--- config.mk ---
export PLATFORM = sky130hd
export DESIGN_NAME = pcg_top
export DESIGN_NICKNAME = d
export VERILOG_FILES = /design/src/rtl/pcg_top.v /design/src/rtl/pcg_clk_gate.v
export VERILOG_INCLUDE_DIRS = /design/src /design/src/rtl
export SDC_FILE = /design/constraint.sdc
export NUM_CORES = 1
export LEC_CHECK = 0
export BUFFER_PORTS_ARGS = -buffer_cell sky130_fd_sc_hd__buf_2
export CAP_MARGIN = 20
export CORE_MARGIN = 2
export CORE_UTILIZATION = 48
export CTS_BUF_LIST = sky130_fd_sc_hd__clkbuf_8
export DETAILED_ROUTE_END_ITERATION = 7
export HOLD_SLACK_MARGIN = 0.02
export PLACE_DENSITY = 0.79
export REMOVE_ABC_BUFFERS = 1
export SYNTH_ARGS = -nofsm -noshare
export SYNTH_HDL_FRONTEND = slang
export SYNTH_HIERARCHICAL = 1
export SYNTH_SLANG_ARGS = --single-unit
--- constraint.sdc ---
create_clock -name aclk -period 2.3 [get_ports aclk]
set_input_delay 0.23 -clock aclk [delete_from_list [all_inputs] [get_ports aclk]]
set_output_delay 0.23 -clock aclk [all_outputs]
set_load 0.05 [all_outputs]
--- src/rtl/pcg_map.vh ---
// register map, field positions, reset values and protection codes of the clock gating block
`ifndef PCG_MAP_VH
`define PCG_MAP_VH

// register indices; byte address is four times the index
`define PCG_IDX_GATE_LO 8'h0C
`define PCG_IDX_GATE_HI 8'h0D
`define PCG_IDX_KEEP_LO 8'h0E
`define PCG_IDX_KEEP_HI 8'h0F
`define PCG_IDX_GUARD 8'h12
`define PCG_IDX_STATUS 8'h13

// writable masks (reserved bits forced to zero)
`define PCG_MASK_LO 16'hF455
`define PCG_MASK_HI 16'h100F

`define PCG_RST_GATE_LO 16'h0000
`define PCG_RST_GATE_HI 16'h0000
`define PCG_RST_KEEP_LO 16'h0000
`define PCG_RST_KEEP_HI 16'h0000
`define PCG_RST_GUARD 2'h0

// bits of the low group
`define PCG_B_CMPB 15
`define PCG_B_CMPA 14
`define PCG_B_DAC1 13
`define PCG_B_DAC0 12
`define PCG_B_ADC 10
`define PCG_B_I2C 6
`define PCG_B_ASER 4
`define PCG_B_SSER 2
`define PCG_B_PWM 0
// bits of the high group
`define PCG_B_PIT 12
`define PCG_B_TA3 3
`define PCG_B_TA0 0

// write guard field position and codes
`define PCG_GUARD_LSB 2
`define PCG_GUARD_OFF 2'h0
`define PCG_GUARD_ON 2'h1
`define PCG_GUARD_OFF_LOCK 2'h2
`define PCG_GUARD_ON_LOCK 2'h3

`define PCG_RESP_OKAY 2'h0
`define PCG_RESP_SLVERR 2'h2

`endif

--- src/rtl/pcg_top.v ---
// peripheral clock gating: run enables, stop keep masks, write guard, axi4-lite slave
`timescale 1ns/1ps
`include "pcg_map.vh"
module pcg_top #(
  parameter N_LO = 16,
  parameter N_HI = 16
) (
  input wire aclk,
  input wire aresetn,
  input wire [7:0] s_axi_awaddr,
  input wire [2:0] s_axi_awprot,
  input wire s_axi_awvalid,
  output reg s_axi_awready,
  input wire [31:0] s_axi_wdata,
  input wire [3:0] s_axi_wstrb,
  input wire s_axi_wvalid,
  output reg s_axi_wready,
  output reg [1:0] s_axi_bresp,
  output reg s_axi_bvalid,
  input wire s_axi_bready,
  input wire [7:0] s_axi_araddr,
  input wire [2:0] s_axi_arprot,
  input wire s_axi_arvalid,
  output reg s_axi_arready,
  output reg [31:0] s_axi_rdata,
  output reg [1:0] s_axi_rresp,
  output reg s_axi_rvalid,
  input wire s_axi_rready,
  input wire stop_req,
  input wire [N_LO-1:0] irq_lo,
  input wire [N_HI-1:0] irq_hi,
  input wire [N_LO-1:0] acc_req_lo,
  input wire [N_HI-1:0] acc_req_hi,
  output reg stop_active_r,
  output reg wake_req_r,
  output reg [N_LO-1:0] clk_en_lo_r,
  output reg [N_HI-1:0] clk_en_hi_r,
  output reg [N_LO-1:0] acc_ok_lo_r,
  output reg [N_HI-1:0] acc_ok_hi_r,
  output wire [N_LO-1:0] pclk_lo,
  output wire [N_HI-1:0] pclk_hi
);
  localparam ST_IDLE = 3'b001;
  localparam ST_RESP = 3'b010;
  localparam ST_WAIT = 3'b100;

  reg [15:0] gate_lo_r;
  reg [15:0] gate_hi_r;
  reg [15:0] keep_lo_r;
  reg [15:0] keep_hi_r;
  reg [1:0] guard_r;
  reg [15:0] gate_lo_nxt;
  reg [15:0] gate_hi_nxt;
  reg [15:0] keep_lo_nxt;
  reg [15:0] keep_hi_nxt;
  reg [1:0] guard_nxt;
  reg [2:0] wst_r;
  reg [7:0] waddr_r;
  reg [31:0] wdata_r;
  reg [3:0] wstrb_r;
  reg have_aw_r;
  reg have_w_r;
  reg stop_m1_r;
  reg stop_m2_r;
  reg [N_LO-1:0] irq_lo_m1_r;
  reg [N_LO-1:0] irq_lo_m2_r;
  reg [N_HI-1:0] irq_hi_m1_r;
  reg [N_HI-1:0] irq_hi_m2_r;
  reg [N_LO-1:0] acc_lo_m1_r;
  reg [N_LO-1:0] acc_lo_m2_r;
  reg [N_HI-1:0] acc_hi_m1_r;
  reg [N_HI-1:0] acc_hi_m2_r;

  // merge a 16-bit field under byte strobes, dropping reserved bits
  function [15:0] merge16;
    input [15:0] old;
    input [31:0] data;
    input [3:0] strb;
    input [15:0] mask;
    reg [15:0] t;
    begin
      t = old;
      if (strb[0]) begin
        t[7:0] = data[7:0];
      end
      if (strb[1]) begin
        t[15:8] = data[15:8];
      end
      merge16 = t & mask;
    end
  endfunction

  // effective clock enable: run enable, and in stop also the keep bit
  function [15:0] eff_en;
    input [15:0] run_en;
    input [15:0] keep;
    input in_stop;
    begin
      eff_en = in_stop ? (run_en & keep) : run_en;
    end
  endfunction

  function is_idx;
    input [7:0] addr;
    input [7:0] idx;
    begin
      is_idx = (addr[7:2] == idx[5:0]) && (addr[1:0] == 2'h0);
    end
  endfunction

  // write channel: collect address and data in either order
  wire do_write = have_aw_r && have_w_r && (wst_r == ST_IDLE);
  // guard codes 01 and 11 block writes to gate and keep registers
  wire guarded = guard_r[0];
  wire guard_locked = guard_r[1];
  wire w_lo = is_idx(waddr_r, `PCG_IDX_GATE_LO);
  wire w_hi = is_idx(waddr_r, `PCG_IDX_GATE_HI);
  wire w_klo = is_idx(waddr_r, `PCG_IDX_KEEP_LO);
  wire w_khi = is_idx(waddr_r, `PCG_IDX_KEEP_HI);
  wire w_grd = is_idx(waddr_r, `PCG_IDX_GUARD);
  wire w_map = w_lo | w_hi | w_klo | w_khi | w_grd;

  always @* begin
    gate_lo_nxt = gate_lo_r;
    gate_hi_nxt = gate_hi_r;
    keep_lo_nxt = keep_lo_r;
    keep_hi_nxt = keep_hi_r;
    guard_nxt = guard_r;
    if (do_write) begin
      if (!guarded) begin
        if (w_lo) begin
          gate_lo_nxt = merge16(gate_lo_r, wdata_r, wstrb_r, `PCG_MASK_LO);
        end
        if (w_hi) begin
          gate_hi_nxt = merge16(gate_hi_r, wdata_r, wstrb_r, `PCG_MASK_HI);
        end
        if (w_klo) begin
          keep_lo_nxt = merge16(keep_lo_r, wdata_r, wstrb_r, `PCG_MASK_LO);
        end
        if (w_khi) begin
          keep_hi_nxt = merge16(keep_hi_r, wdata_r, wstrb_r, `PCG_MASK_HI);
        end
      end
      if (w_grd && !guard_locked && wstrb_r[0]) begin
        guard_nxt = wdata_r[`PCG_GUARD_LSB+1:`PCG_GUARD_LSB];
      end
    end
  end

  always @(posedge aclk) begin
    if (!aresetn) begin
      gate_lo_r <= `PCG_RST_GATE_LO;
      gate_hi_r <= `PCG_RST_GATE_HI;
      keep_lo_r <= `PCG_RST_KEEP_LO;
      keep_hi_r <= `PCG_RST_KEEP_HI;
      guard_r <= `PCG_RST_GUARD;
    end else begin
      gate_lo_r <= gate_lo_nxt;
      gate_hi_r <= gate_hi_nxt;
      keep_lo_r <= keep_lo_nxt;
      keep_hi_r <= keep_hi_nxt;
      guard_r <= guard_nxt;
    end
  end

  always @(posedge aclk) begin
    if (!aresetn) begin
      wst_r <= ST_IDLE;
      have_aw_r <= 1'b0;
      have_w_r <= 1'b0;
      waddr_r <= 8'h00;
      wdata_r <= 32'h00000000;
      wstrb_r <= 4'h0;
      s_axi_awready <= 1'b0;
      s_axi_wready <= 1'b0;
      s_axi_bvalid <= 1'b0;
      s_axi_bresp <= `PCG_RESP_OKAY;
    end else begin
      s_axi_awready <= 1'b0;
      s_axi_wready <= 1'b0;
      case (wst_r)
        ST_IDLE: begin
          if (s_axi_awvalid && !have_aw_r && !s_axi_awready) begin
            s_axi_awready <= 1'b1;
            waddr_r <= s_axi_awaddr;
            have_aw_r <= 1'b1;
          end
          if (s_axi_wvalid && !have_w_r && !s_axi_wready) begin
            s_axi_wready <= 1'b1;
            wdata_r <= s_axi_wdata;
            wstrb_r <= s_axi_wstrb;
            have_w_r <= 1'b1;
          end
          if (do_write) begin
            have_aw_r <= 1'b0;
            have_w_r <= 1'b0;
            s_axi_bvalid <= 1'b1;
            s_axi_bresp <= w_map ? `PCG_RESP_OKAY : `PCG_RESP_SLVERR;
            wst_r <= ST_RESP;
          end
        end
        ST_RESP: begin
          if (s_axi_bready) begin
            s_axi_bvalid <= 1'b0;
            wst_r <= ST_IDLE;
          end
        end
        default: begin
          wst_r <= ST_IDLE;
        end
      endcase
    end
  end

  // read channel: one read at a time, answer the cycle after the address handshake
  reg [31:0] rd_val;
  reg rd_hit;
  always @* begin
    rd_val = 32'h00000000;
    rd_hit = 1'b1;
    if (is_idx(s_axi_araddr, `PCG_IDX_GATE_LO)) begin
      rd_val[15:0] = gate_lo_r;
    end else if (is_idx(s_axi_araddr, `PCG_IDX_GATE_HI)) begin
      rd_val[15:0] = gate_hi_r;
    end else if (is_idx(s_axi_araddr, `PCG_IDX_KEEP_LO)) begin
      rd_val[15:0] = keep_lo_r;
    end else if (is_idx(s_axi_araddr, `PCG_IDX_KEEP_HI)) begin
      rd_val[15:0] = keep_hi_r;
    end else if (is_idx(s_axi_araddr, `PCG_IDX_GUARD)) begin
      rd_val[`PCG_GUARD_LSB+1:`PCG_GUARD_LSB] = guard_r;
    end else if (is_idx(s_axi_araddr, `PCG_IDX_STATUS)) begin
      rd_val[0] = stop_active_r;
      rd_val[1] = wake_req_r;
    end else begin
      rd_hit = 1'b0;
    end
  end

  always @(posedge aclk) begin
    if (!aresetn) begin
      s_axi_arready <= 1'b0;
      s_axi_rvalid <= 1'b0;
      s_axi_rdata <= 32'h00000000;
      s_axi_rresp <= `PCG_RESP_OKAY;
    end else begin
      s_axi_arready <= 1'b0;
      if (s_axi_rvalid) begin
        if (s_axi_rready) begin
          s_axi_rvalid <= 1'b0;
        end
      end else if (s_axi_arready) begin
        // read data must follow the address handshake, never come with it
        s_axi_rvalid <= 1'b1;
      end else if (s_axi_arvalid) begin
        s_axi_arready <= 1'b1;
        s_axi_rdata <= rd_val;
        s_axi_rresp <= rd_hit ? `PCG_RESP_OKAY : `PCG_RESP_SLVERR;
      end
    end
  end

  // two-stage synchronisers for the far-side level inputs
  always @(posedge aclk) begin
    if (!aresetn) begin
      stop_m1_r <= 1'b0;
      stop_m2_r <= 1'b0;
      irq_lo_m1_r <= {N_LO{1'b0}};
      irq_lo_m2_r <= {N_LO{1'b0}};
      irq_hi_m1_r <= {N_HI{1'b0}};
      irq_hi_m2_r <= {N_HI{1'b0}};
      acc_lo_m1_r <= {N_LO{1'b0}};
      acc_lo_m2_r <= {N_LO{1'b0}};
      acc_hi_m1_r <= {N_HI{1'b0}};
      acc_hi_m2_r <= {N_HI{1'b0}};
    end else begin
      stop_m1_r <= stop_req;
      stop_m2_r <= stop_m1_r;
      irq_lo_m1_r <= irq_lo;
      irq_lo_m2_r <= irq_lo_m1_r;
      irq_hi_m1_r <= irq_hi;
      irq_hi_m2_r <= irq_hi_m1_r;
      acc_lo_m1_r <= acc_req_lo;
      acc_lo_m2_r <= acc_lo_m1_r;
      acc_hi_m1_r <= acc_req_hi;
      acc_hi_m2_r <= acc_hi_m1_r;
    end
  end

  // stop masks each enable with its keep bit
  wire [15:0] en_lo_nxt = eff_en(gate_lo_r, keep_lo_r, stop_active_r);
  wire [15:0] en_hi_nxt = eff_en(gate_hi_r, keep_hi_r, stop_active_r);
  wire wake_nxt = stop_active_r &&
    (|(irq_lo_m2_r[15:0] & clk_en_lo_r[15:0]) || |(irq_hi_m2_r[15:0] & clk_en_hi_r[15:0]));

  always @(posedge aclk) begin
    if (!aresetn) begin
      stop_active_r <= 1'b0;
      wake_req_r <= 1'b0;
      clk_en_lo_r <= {N_LO{1'b0}};
      clk_en_hi_r <= {N_HI{1'b0}};
      acc_ok_lo_r <= {N_LO{1'b0}};
      acc_ok_hi_r <= {N_HI{1'b0}};
    end else begin
      // the wake request pulls the block out of stop even while stop_req still stands
      if (wake_nxt) begin
        stop_active_r <= 1'b0;
      end else if (stop_m2_r && !wake_req_r) begin
        stop_active_r <= 1'b1;
      end else if (!stop_m2_r) begin
        stop_active_r <= 1'b0;
      end
      wake_req_r <= wake_nxt | (wake_req_r & stop_m2_r);
      clk_en_lo_r <= en_lo_nxt;
      clk_en_hi_r <= en_hi_nxt;
      acc_ok_lo_r <= acc_lo_m2_r & en_lo_nxt;
      acc_ok_hi_r <= acc_hi_m2_r & en_hi_nxt;
    end
  end

  genvar gi;
  generate
    for (gi = 0; gi < N_LO; gi = gi + 1) begin : g_lo
      pcg_clk_gate u_gate (
        .clk_in(aclk),
        .enable(clk_en_lo_r[gi]),
        .clk_out(pclk_lo[gi])
      );
    end
    for (gi = 0; gi < N_HI; gi = gi + 1) begin : g_hi
      pcg_clk_gate u_gate (
        .clk_in(aclk),
        .enable(clk_en_hi_r[gi]),
        .clk_out(pclk_hi[gi])
      );
    end
  endgenerate
endmodule // pcg_top

--- src/rtl/pcg_clk_gate.v ---
// glitch-free clock gate for one peripheral clock, enable held in a falling-edge flop
`timescale 1ns/1ps
module pcg_clk_gate (
  input wire clk_in,
  input wire enable,
  output wire clk_out
);
  reg en_low_r;

  // enable retimed on the falling edge: it only moves while the source clock is low,
  // so a change of enable can never cut a high phase short
  always @(negedge clk_in) begin
    en_low_r <= enable;
  end

  assign clk_out = clk_in & en_low_r;
endmodule // pcg_clk_gate

## Word-level counts from Yosys, hierarchy flattened

Index checks and enable logic that the tools add are counted.

| cells by class | value |
|---|---|
| bitwise operators | 48 |
| mux-type cells | 36 |
| equal/unequal tests | 16 |
| reduce and logical (&&, ||, !) cells | 55 |

Operators with widths:

| cell | count |
|---|---|
| $and 16x16->16 | 4 |
| $mux 16 | 4 |
| $eq 6x4->1 const B | 8 |
| $and 1x1->1 | 33 |
| $reduce_and 4->1 | 8 |
| $reduce_or 16->1 | 2 |
| $logic_and 1x1->1 | 21 |
| $mux 1 | 20 |
| $eq 6x5->1 const B | 3 |
| $and 16x13->16 | 1 |
| $reduce_and 2->1 | 8 |
| $and 13x13->13 | 1 |
| $mux 13 | 1 |
| $mux 2 | 5 |
| $mux 9 | 1 |
| $logic_not 1->1 | 6 |
| $mux 3 | 2 |
| $pmux 3 s2 | 1 |
| $reduce_and 3->1 | 2 |
| $reduce_bool 2->1 | 3 |
| $or 1x1->1 | 5 |
| $logic_not 2->1 | 2 |
| $mux 4 | 1 |
| $ne 2x2->1 const B | 2 |
| other kinds (8) | 11 |

| storage, ports and cells | value |
|---|---|
| flip-flop bits (word level) | 314 |
| input port bits | 130 |
| word-level logic and storage cells | 226 |

## Depth between registers and ports, before layout

Gate-level depths: netlist (run 1).

| logic depth | value |
|---|---|
| depth after elaboration | 9 |
| mapped depth | 5 |
| gate-level depth less buffers | 4 |

## Modules after synthesis

The synthesis (run 1) kept the hierarchy.

By module, submodules not included:

| module | cells an instance | instances | area each (µm²) |
|---|---|---|---|
| pcg_top | 606 | 1 | 6099.6 |
| pcg_clk_gate | 3 | 32 | 30.0 |

==> results of run 1 <==
area by class of cell:
type	count	area (um2)
fillers	1153	5130
repair buffers	177	1184
flip-flops and latches	193	3887
inverters	18	67.56
clock buffers	63	907.1
multi-input cells	446	2816
clock inverters	44	256.5
well taps	184	230.2
what timing repair did:
| action | 4_1_cts | 5_1_grt |
|---|---|---|
| pin swaps | 0 | 1 |
| hold buffers | 54 | 0 |
| endpoints found under the setup margin | 64 | 64 |
| endpoints found under the hold margin | 55 | 0 |
| setup buffers | 0 | 0 |
| resized for setup | 118 | 29 |
state kept, by name, indices dropped and copies added (netlist names), 8 cells and up:
| name | flops |
|---|---|
| acc_lo_m1_r | 9 |
| acc_lo_m2_r | 9 |
| acc_ok_lo_r | 9 |
| clk_en_lo_r | 9 |
| g_hi.u_gate/en_low_r | 16 |
| g_lo.u_gate/en_low_r | 16 |
| gate_lo_r | 9 |
| irq_lo_m1_r | 9 |
| irq_lo_m2_r | 9 |
| keep_lo_r | 9 |
| s_axi_rdata | 11 |
| waddr_r | 8 |
| wdata_r | 11 |
cells in the final DEF, fill, tap and decap left out, drive strengths merged, types with 3 or more instances in the layout:
cell,n
a21oi,20
a22o,3
a22oi,9
a2bb2oi,7
and2,107
and3,3
buf,155
clkbuf,31
clkinv,5
clkinvlp,3
conb,77
dfxtp,193
dlygate4sd3,54
inv,52
mux2i,57
nand2,28
nand3,3
nand4,9
nand4b,3
nor2,64
nor2b,3
nor3,7
nor3b,4
nor4,3
nor4b,6
nor4bb,3
o21ai,5
cells by family after synthesis:
family                 Yosys count  share of synthesized area [%]
AND/OR/NAND/NOR                255                          20.98
flip-flops                     193                          54.72
buffers and inverters          139                          10.65
multiplexers                    58                          8.240
AO/OA/AOI/OAI                   56                          5.352
other                            1                        0.05311
power by group through the flow:
stage / registers [W] / clock network, W / logic [W]
5_1_grt: 0.00353 / 0.00507 / 0.000714
2_1_floorplan: 0.00361 / 0.000925 / 0.000400
3_3_place_gp: 0.00358 / 0.00107 / 0.000583
6_report: 0.00352 / 0.00470 / 0.000668
4_1_cts: 0.00352 / 0.00477 / 0.000663
3_5_place_dp: 0.00359 / 0.00107 / 0.000590
worst max-delay path: stages (launching register included):
cell and delay (ns):
dfxtp_2 0.32, and2_4 0.13, buf_8 0.14
routing by layer:
metal | global-route usage [%] | wire [um] | up-vias
met2 | 31.65 | 7676 | 205
met5 | 0 | 0 | -
met1 | 22.32 | 6481 | 2430
li1 | - | - | 2618
met3 | 9.927 | 1283 | 54
met4 | 14.12 | 608 | 0
cells in the mapped netlist, drive strengths merged, types with 2 or more instances:
library cell | instances | area (um2)
a211oi | 2 | 15.01
a21oi | 20 | 100.1
a22o | 3 | 26.28
a22oi | 9 | 67.56
a2bb2oi | 7 | 61.31
a31oi | 2 | 12.51
a32o | 2 | 20.02
and2 | 107 | 669.4
and3 | 3 | 18.77
and4b | 2 | 20.02
buf | 64 | 469.2
clkbuf | 25 | 95.09
dfxtp | 193 | 3864
inv | 50 | 187.7
mux2i | 57 | 570.6
nand2 | 28 | 105.1
nand3 | 3 | 15.01
nand3b | 2 | 15.01
nand4 | 9 | 62.56
nand4b | 3 | 26.28
nand4bb | 2 | 22.52
nor2 | 64 | 240.2
nor2b | 3 | 18.77
nor3 | 7 | 45.04
nor3b | 4 | 35.03
nor4 | 3 | 33.78
nor4b | 6 | 67.56
nor4bb | 3 | 30.03
o21ai | 5 | 25.02
o32ai | 2 | 17.52
or3b | 2 | 17.52
worst max-delay path by stage:
stage / from / end / cells after the start
2_1_floorplan: s_axi_awready / waddr_r[0] / 3
3_3_place_gp: g_hi[15].u_gate/en_low_r / pclk_hi[15] / 2
3_5_place_dp: g_hi[7].u_gate/en_low_r / pclk_hi[7] / 2
4_1_cts: g_hi[7].u_gate/en_low_r / pclk_hi[7] / 2
5_1_grt: g_lo[6].u_gate/en_low_r / pclk_lo[6] / 2
6_report: g_hi[15].u_gate/en_low_r / pclk_hi[15] / 2
through the flow:
step / utilization, % / TNS, ns
4_1_cts: 64.14 / -8.324
3_3_place_gp: 54.02 / 0
5_1_grt: 64.57 / -9.370
6_report: 64.57 / -7.587
2_1_floorplan: - / -1.156
3_5_place_dp: 54.02 / 0
==> impl_metrics.tcl, run 1 <==
set metrics [dict create \
    rows 44 \
    ys_warn_count 6 \
    ys_types 50 \
    ys_ff_latch 193 \
    design_area_um2 9349 \
    p_int_w 0.005916 \
    reg2reg_to "s_axi_rdata[0]" \
    status "finished with violations" \
    synthFlopType "dfxtp_1" \
    initial_core_util_pct 48.76 \
    synth_edf_count 0 \
    violations "negative setup slack" \
    vias 5307 \
    hold_class "primary input to flip-flop" \
    synthArstFlopShare_pct 0 \
    critPathArrivalTime_ns 2.35 \
    min_from "s_axi_araddr[0]" \
    finalNonFillerCells 1125 \
    rsz0062_at_grt "yes" \
    synth_area_um2 7061 \
    path_class "flip-flop to primary output" \
    die_w_um 125.3 \
    clock_latency_ns 0.59 \
    pre_cts_ws_ns 0.2733 \
    dp.cells 1028 \
    p_leak_nw 4.418 \
    r2r_cells 5 \
    clkTransAtPathRegs_ns 0.09 \
    critPathLaunchType "flip-flop" \
    dieHeight_um 125.3 \
    diodes 0 \
    cp.required_ns 2.07 \
    worst_hold_slack_ns 0.07273 \
    switching_power_w 0.002976 \
    clockPowerShare_pct 52.9 \
    combPwrFrac_pct 7.5 \
    finalNetCount 1059 \
    first_pass_iters 4 \
    tightestPinTransition_ns 0.6516 \
    pwr-share-seq_pct 39.6 \
    drtIter0Drc 249 \
    wl_per_cell_um 14.27 \
    min_to "s_axi_rdata[1]" \
    syn_to_final_growth_pct 32.41 \
    grt_pass1_wl_um 24940 \
    r2r_start "s_axi_rvalid" \
    boundaryPins 269 \
    grt_max_degree 30 \
    syn_inst 702 \
    max_slew_margin_pct 56.23 \
    max-vdd-ir-drop_mv 0.8543 \
    power.density_nw_per_um2 951.1 \
    io_buffers 144 \
    die_area_um2 15700 \
    grt_remaining_overflow 0 \
    worst-path-max-fanout 1 \
    totalWireLength_um 16050 \
    seq_area_frac_synth_pct 54.72 \
    drc_errors 0 \
    crit_path_end_kind "primary output" \
    grt_usage_pct 20.54 \
    switching_share_pct 33.47 \
    layout-drive-gt1-share_pct 27.52 \
    avgViaCountPerCell 4.717 \
    total_power_w 0.008892 \
    gp_congestion 0.8072 \
    finalHoldViolCount 0 \
    core_um2 14480 \
    post-dp-hpwl_um 9850 \
    detail-route-antenna-nets 0 \
    cap_violations 0 \
    postPlaceCellArea_um2 7821 \
    antenna_found_initial 0 \
    tritoncts "yes" \
    finalClockSkew_ns 0.02869 \
    setup_viol 64 \
    slew_violations 0 \
    grt_pass1_vias 5311 \
    synth_area_per_cell_um2 10.06 \
    hold_depth 4 \
    fin_ws_ns -0.2794 \
    r2r_slack_ns 0.14 \
]
No activity file was read; power rests on OpenSTA's default activity.
==> run 2, diff against run 1 <==
CORE_UTILIZATION = 35   (was 48)
PLACE_DENSITY = 0.63   (was 0.79)
REMOVE_ABC_BUFFERS = not set   (was 1)
==> impl_metrics.tcl, run 2 (same netlist as run 1, synthesis figures left out) <==
set metrics [dict create \
    grt_pass1_vias 5336 \
    setup_viol 64 \
    antenna_found_initial 1 \
    cp.required_ns 2.07 \
    totalWireLength_um 16530 \
    hold_depth 4 \
    finalNetCount 1059 \
    path_class "flip-flop to primary output" \
    cp_top_family "flip-flops" \
    r2r_cells 4 \
    power.density_nw_per_um2 932.5 \
    path_cells "and2_4 -> buf_8" \
    violations "negative setup slack" \
    die_w_um 146.0 \
    drtIter0Drc 226 \
    detail-route-antenna-nets 0 \
    clkTransAtPathRegs_ns 0.10 \
    diodes 0 \
    worst-path-max-fanout 1 \
    first_pass_iters 7 \
    switching_share_pct 34.88 \
    layout-drive-gt1-share_pct 27.07 \
    critPathArrivalTime_ns 2.33 \
    boundaryPins 269 \
    initial_core_util_pct 35.92 \
    fillers 1838 \
    finalClockSkew_ns 0.03456 \
    gp_congestion 0.7595 \
    utilization_pct 47.96 \
    critPathLaunchType "flip-flop" \
    rows 51 \
    switching_power_w 0.003066 \
    die_area_um2 21320 \
    post-dp-hpwl_um 10650 \
    crit_path_end_kind "primary output" \
    p_leak_nw 4.423 \
    max_stage_delay_ns 0.31 \
    grt_pass1_wl_um 26100 \
    wl_per_cell_um 13.69 \
    final_common_cell "dfxtp_1" \
    fin_ws_ns -0.2606 \
    dieHeight_um 146.0 \
    core_um2 19650 \
    clockPowerShare_pct 52.4 \
    tightestPinTransition_ns 0.5944 \
    hold_class "primary input to flip-flop" \
    clock_latency_ns 0.59 \
    largestRegisters "g_hi.u_gate/en_low_r: 16 flops, g_lo.u_gate/en_low_r: 16 flops" \
    p_int_w 0.005724 \
    max_slew_margin_pct 60.37 \
    slew_violations 0 \
    grt_remaining_overflow 0 \
    finalHoldViolCount 0 \
    tritoncts "yes" \
    avgViaCountPerCell 4.331 \
    max-vdd-ir-drop_mv 0.7270 \
    cp_num_cells 2 \
    drc_errors 0 \
    rsz0062_at_grt "yes" \
    grt_max_degree 56 \
    cap_violations 0 \
    combPwrFrac_pct 7.5 \
    status "finished with violations" \
    grt_usage_pct 15.66 \
    pwr-share-seq_pct 40.0 \
    vias 5227 \
    syn_to_final_growth_pct 33.51 \
    critPathBufInv 1 \
    total_power_w 0.008790 \
    cpMaxStageDelayCell "dfxtp_2" \
    layout_common_cells "179 x dfxtp_1, 112 x buf_2, 77 x conb_1" \
    io_buffers 144 \
]
-- run 2: power by group through the flow --
stage | combinational (W) | sequential, W | clock (W)
after floorplan | 0.000517 | 0.00360 | 0.000925
after global placement | 0.000583 | 0.00359 | 0.00107
after detailed placement | 0.000589 | 0.00359 | 0.00107
after CTS | 0.000663 | 0.00352 | 0.00470
after global routing | 0.000713 | 0.00353 | 0.00503
final | 0.000664 | 0.00352 | 0.00461
-- run 2: worst reg2reg max path, cell delays in order (launching register included) --
cell and delay (ns):
dfxtp_1 0.36, or3b_1 0.42, nor3_2 0.25, dlygate4sd3_1 0.60, a21oi_1 0.05
-- run 2: metal layers --
layer,up-vias,track usage (%),part of all wire [%]
met5,-,0,0.079
li1,2615,-,-
met3,41,7.656,8.2
met4,2,10.00,3.1
met1,2390,17.53,40
met2,179,23.80,48
-- run 2: final timing paths --
path,from,endpoint,slack [ns]
setup / recovery,g_hi[12].u_gate/en_low_r,pclk_hi[12],-0.26
hold / removal,s_axi_araddr[0],s_axi_rdata[0],0.06
setup reg to reg,s_axi_rvalid,s_axi_rresp[1],0.52
hold reg to reg,acc_hi_m2_r[2],acc_ok_hi_r[2],0.43
-- run 2: final cells by class --
cell class | instances | area [um2] | area share, %
Tap cell | 265 | 331.6 | 3.517
Timing Repair Buffer | 177 | 1184 | 12.56
Inverter | 18 | 67.56 | 0.7168
Sequential cell | 193 | 3881 | 41.17
Multi-Input combinational cell | 446 | 2816 | 29.88
Clock buffer | 62 | 893.4 | 9.477
Clock inverter | 46 | 252.7 | 2.681
-- run 2: metrics by stage --
stage	cells	hold WS [ns]	TNS, ns	worst slack [ns]	area (um2)
6_report	1207	0.06497	-7.458	-0.2606	9427
2_1_floorplan	778	0.3308	0	0.2286	7346
5_1_grt	1207	0.04120	-9.535	-0.3325	9427
3_5_place_dp	1109	0.4123	0	0.2768	7923
4_1_cts	1207	0.02800	-8.359	-0.2795	9348
3_3_place_gp	1109	0.4081	0	0.2928	7923
-- run 2: what timing repair did --
| item | CTS | global route |
|---|---|---|
| setup endpoints to repair | 64 | 64 |
| resized for setup | 109 | 33 |
| hold buffers | 54 | 0 |
| endpoints found under the hold margin | 54 | 0 |
| buffers inserted | 0 | 0 |
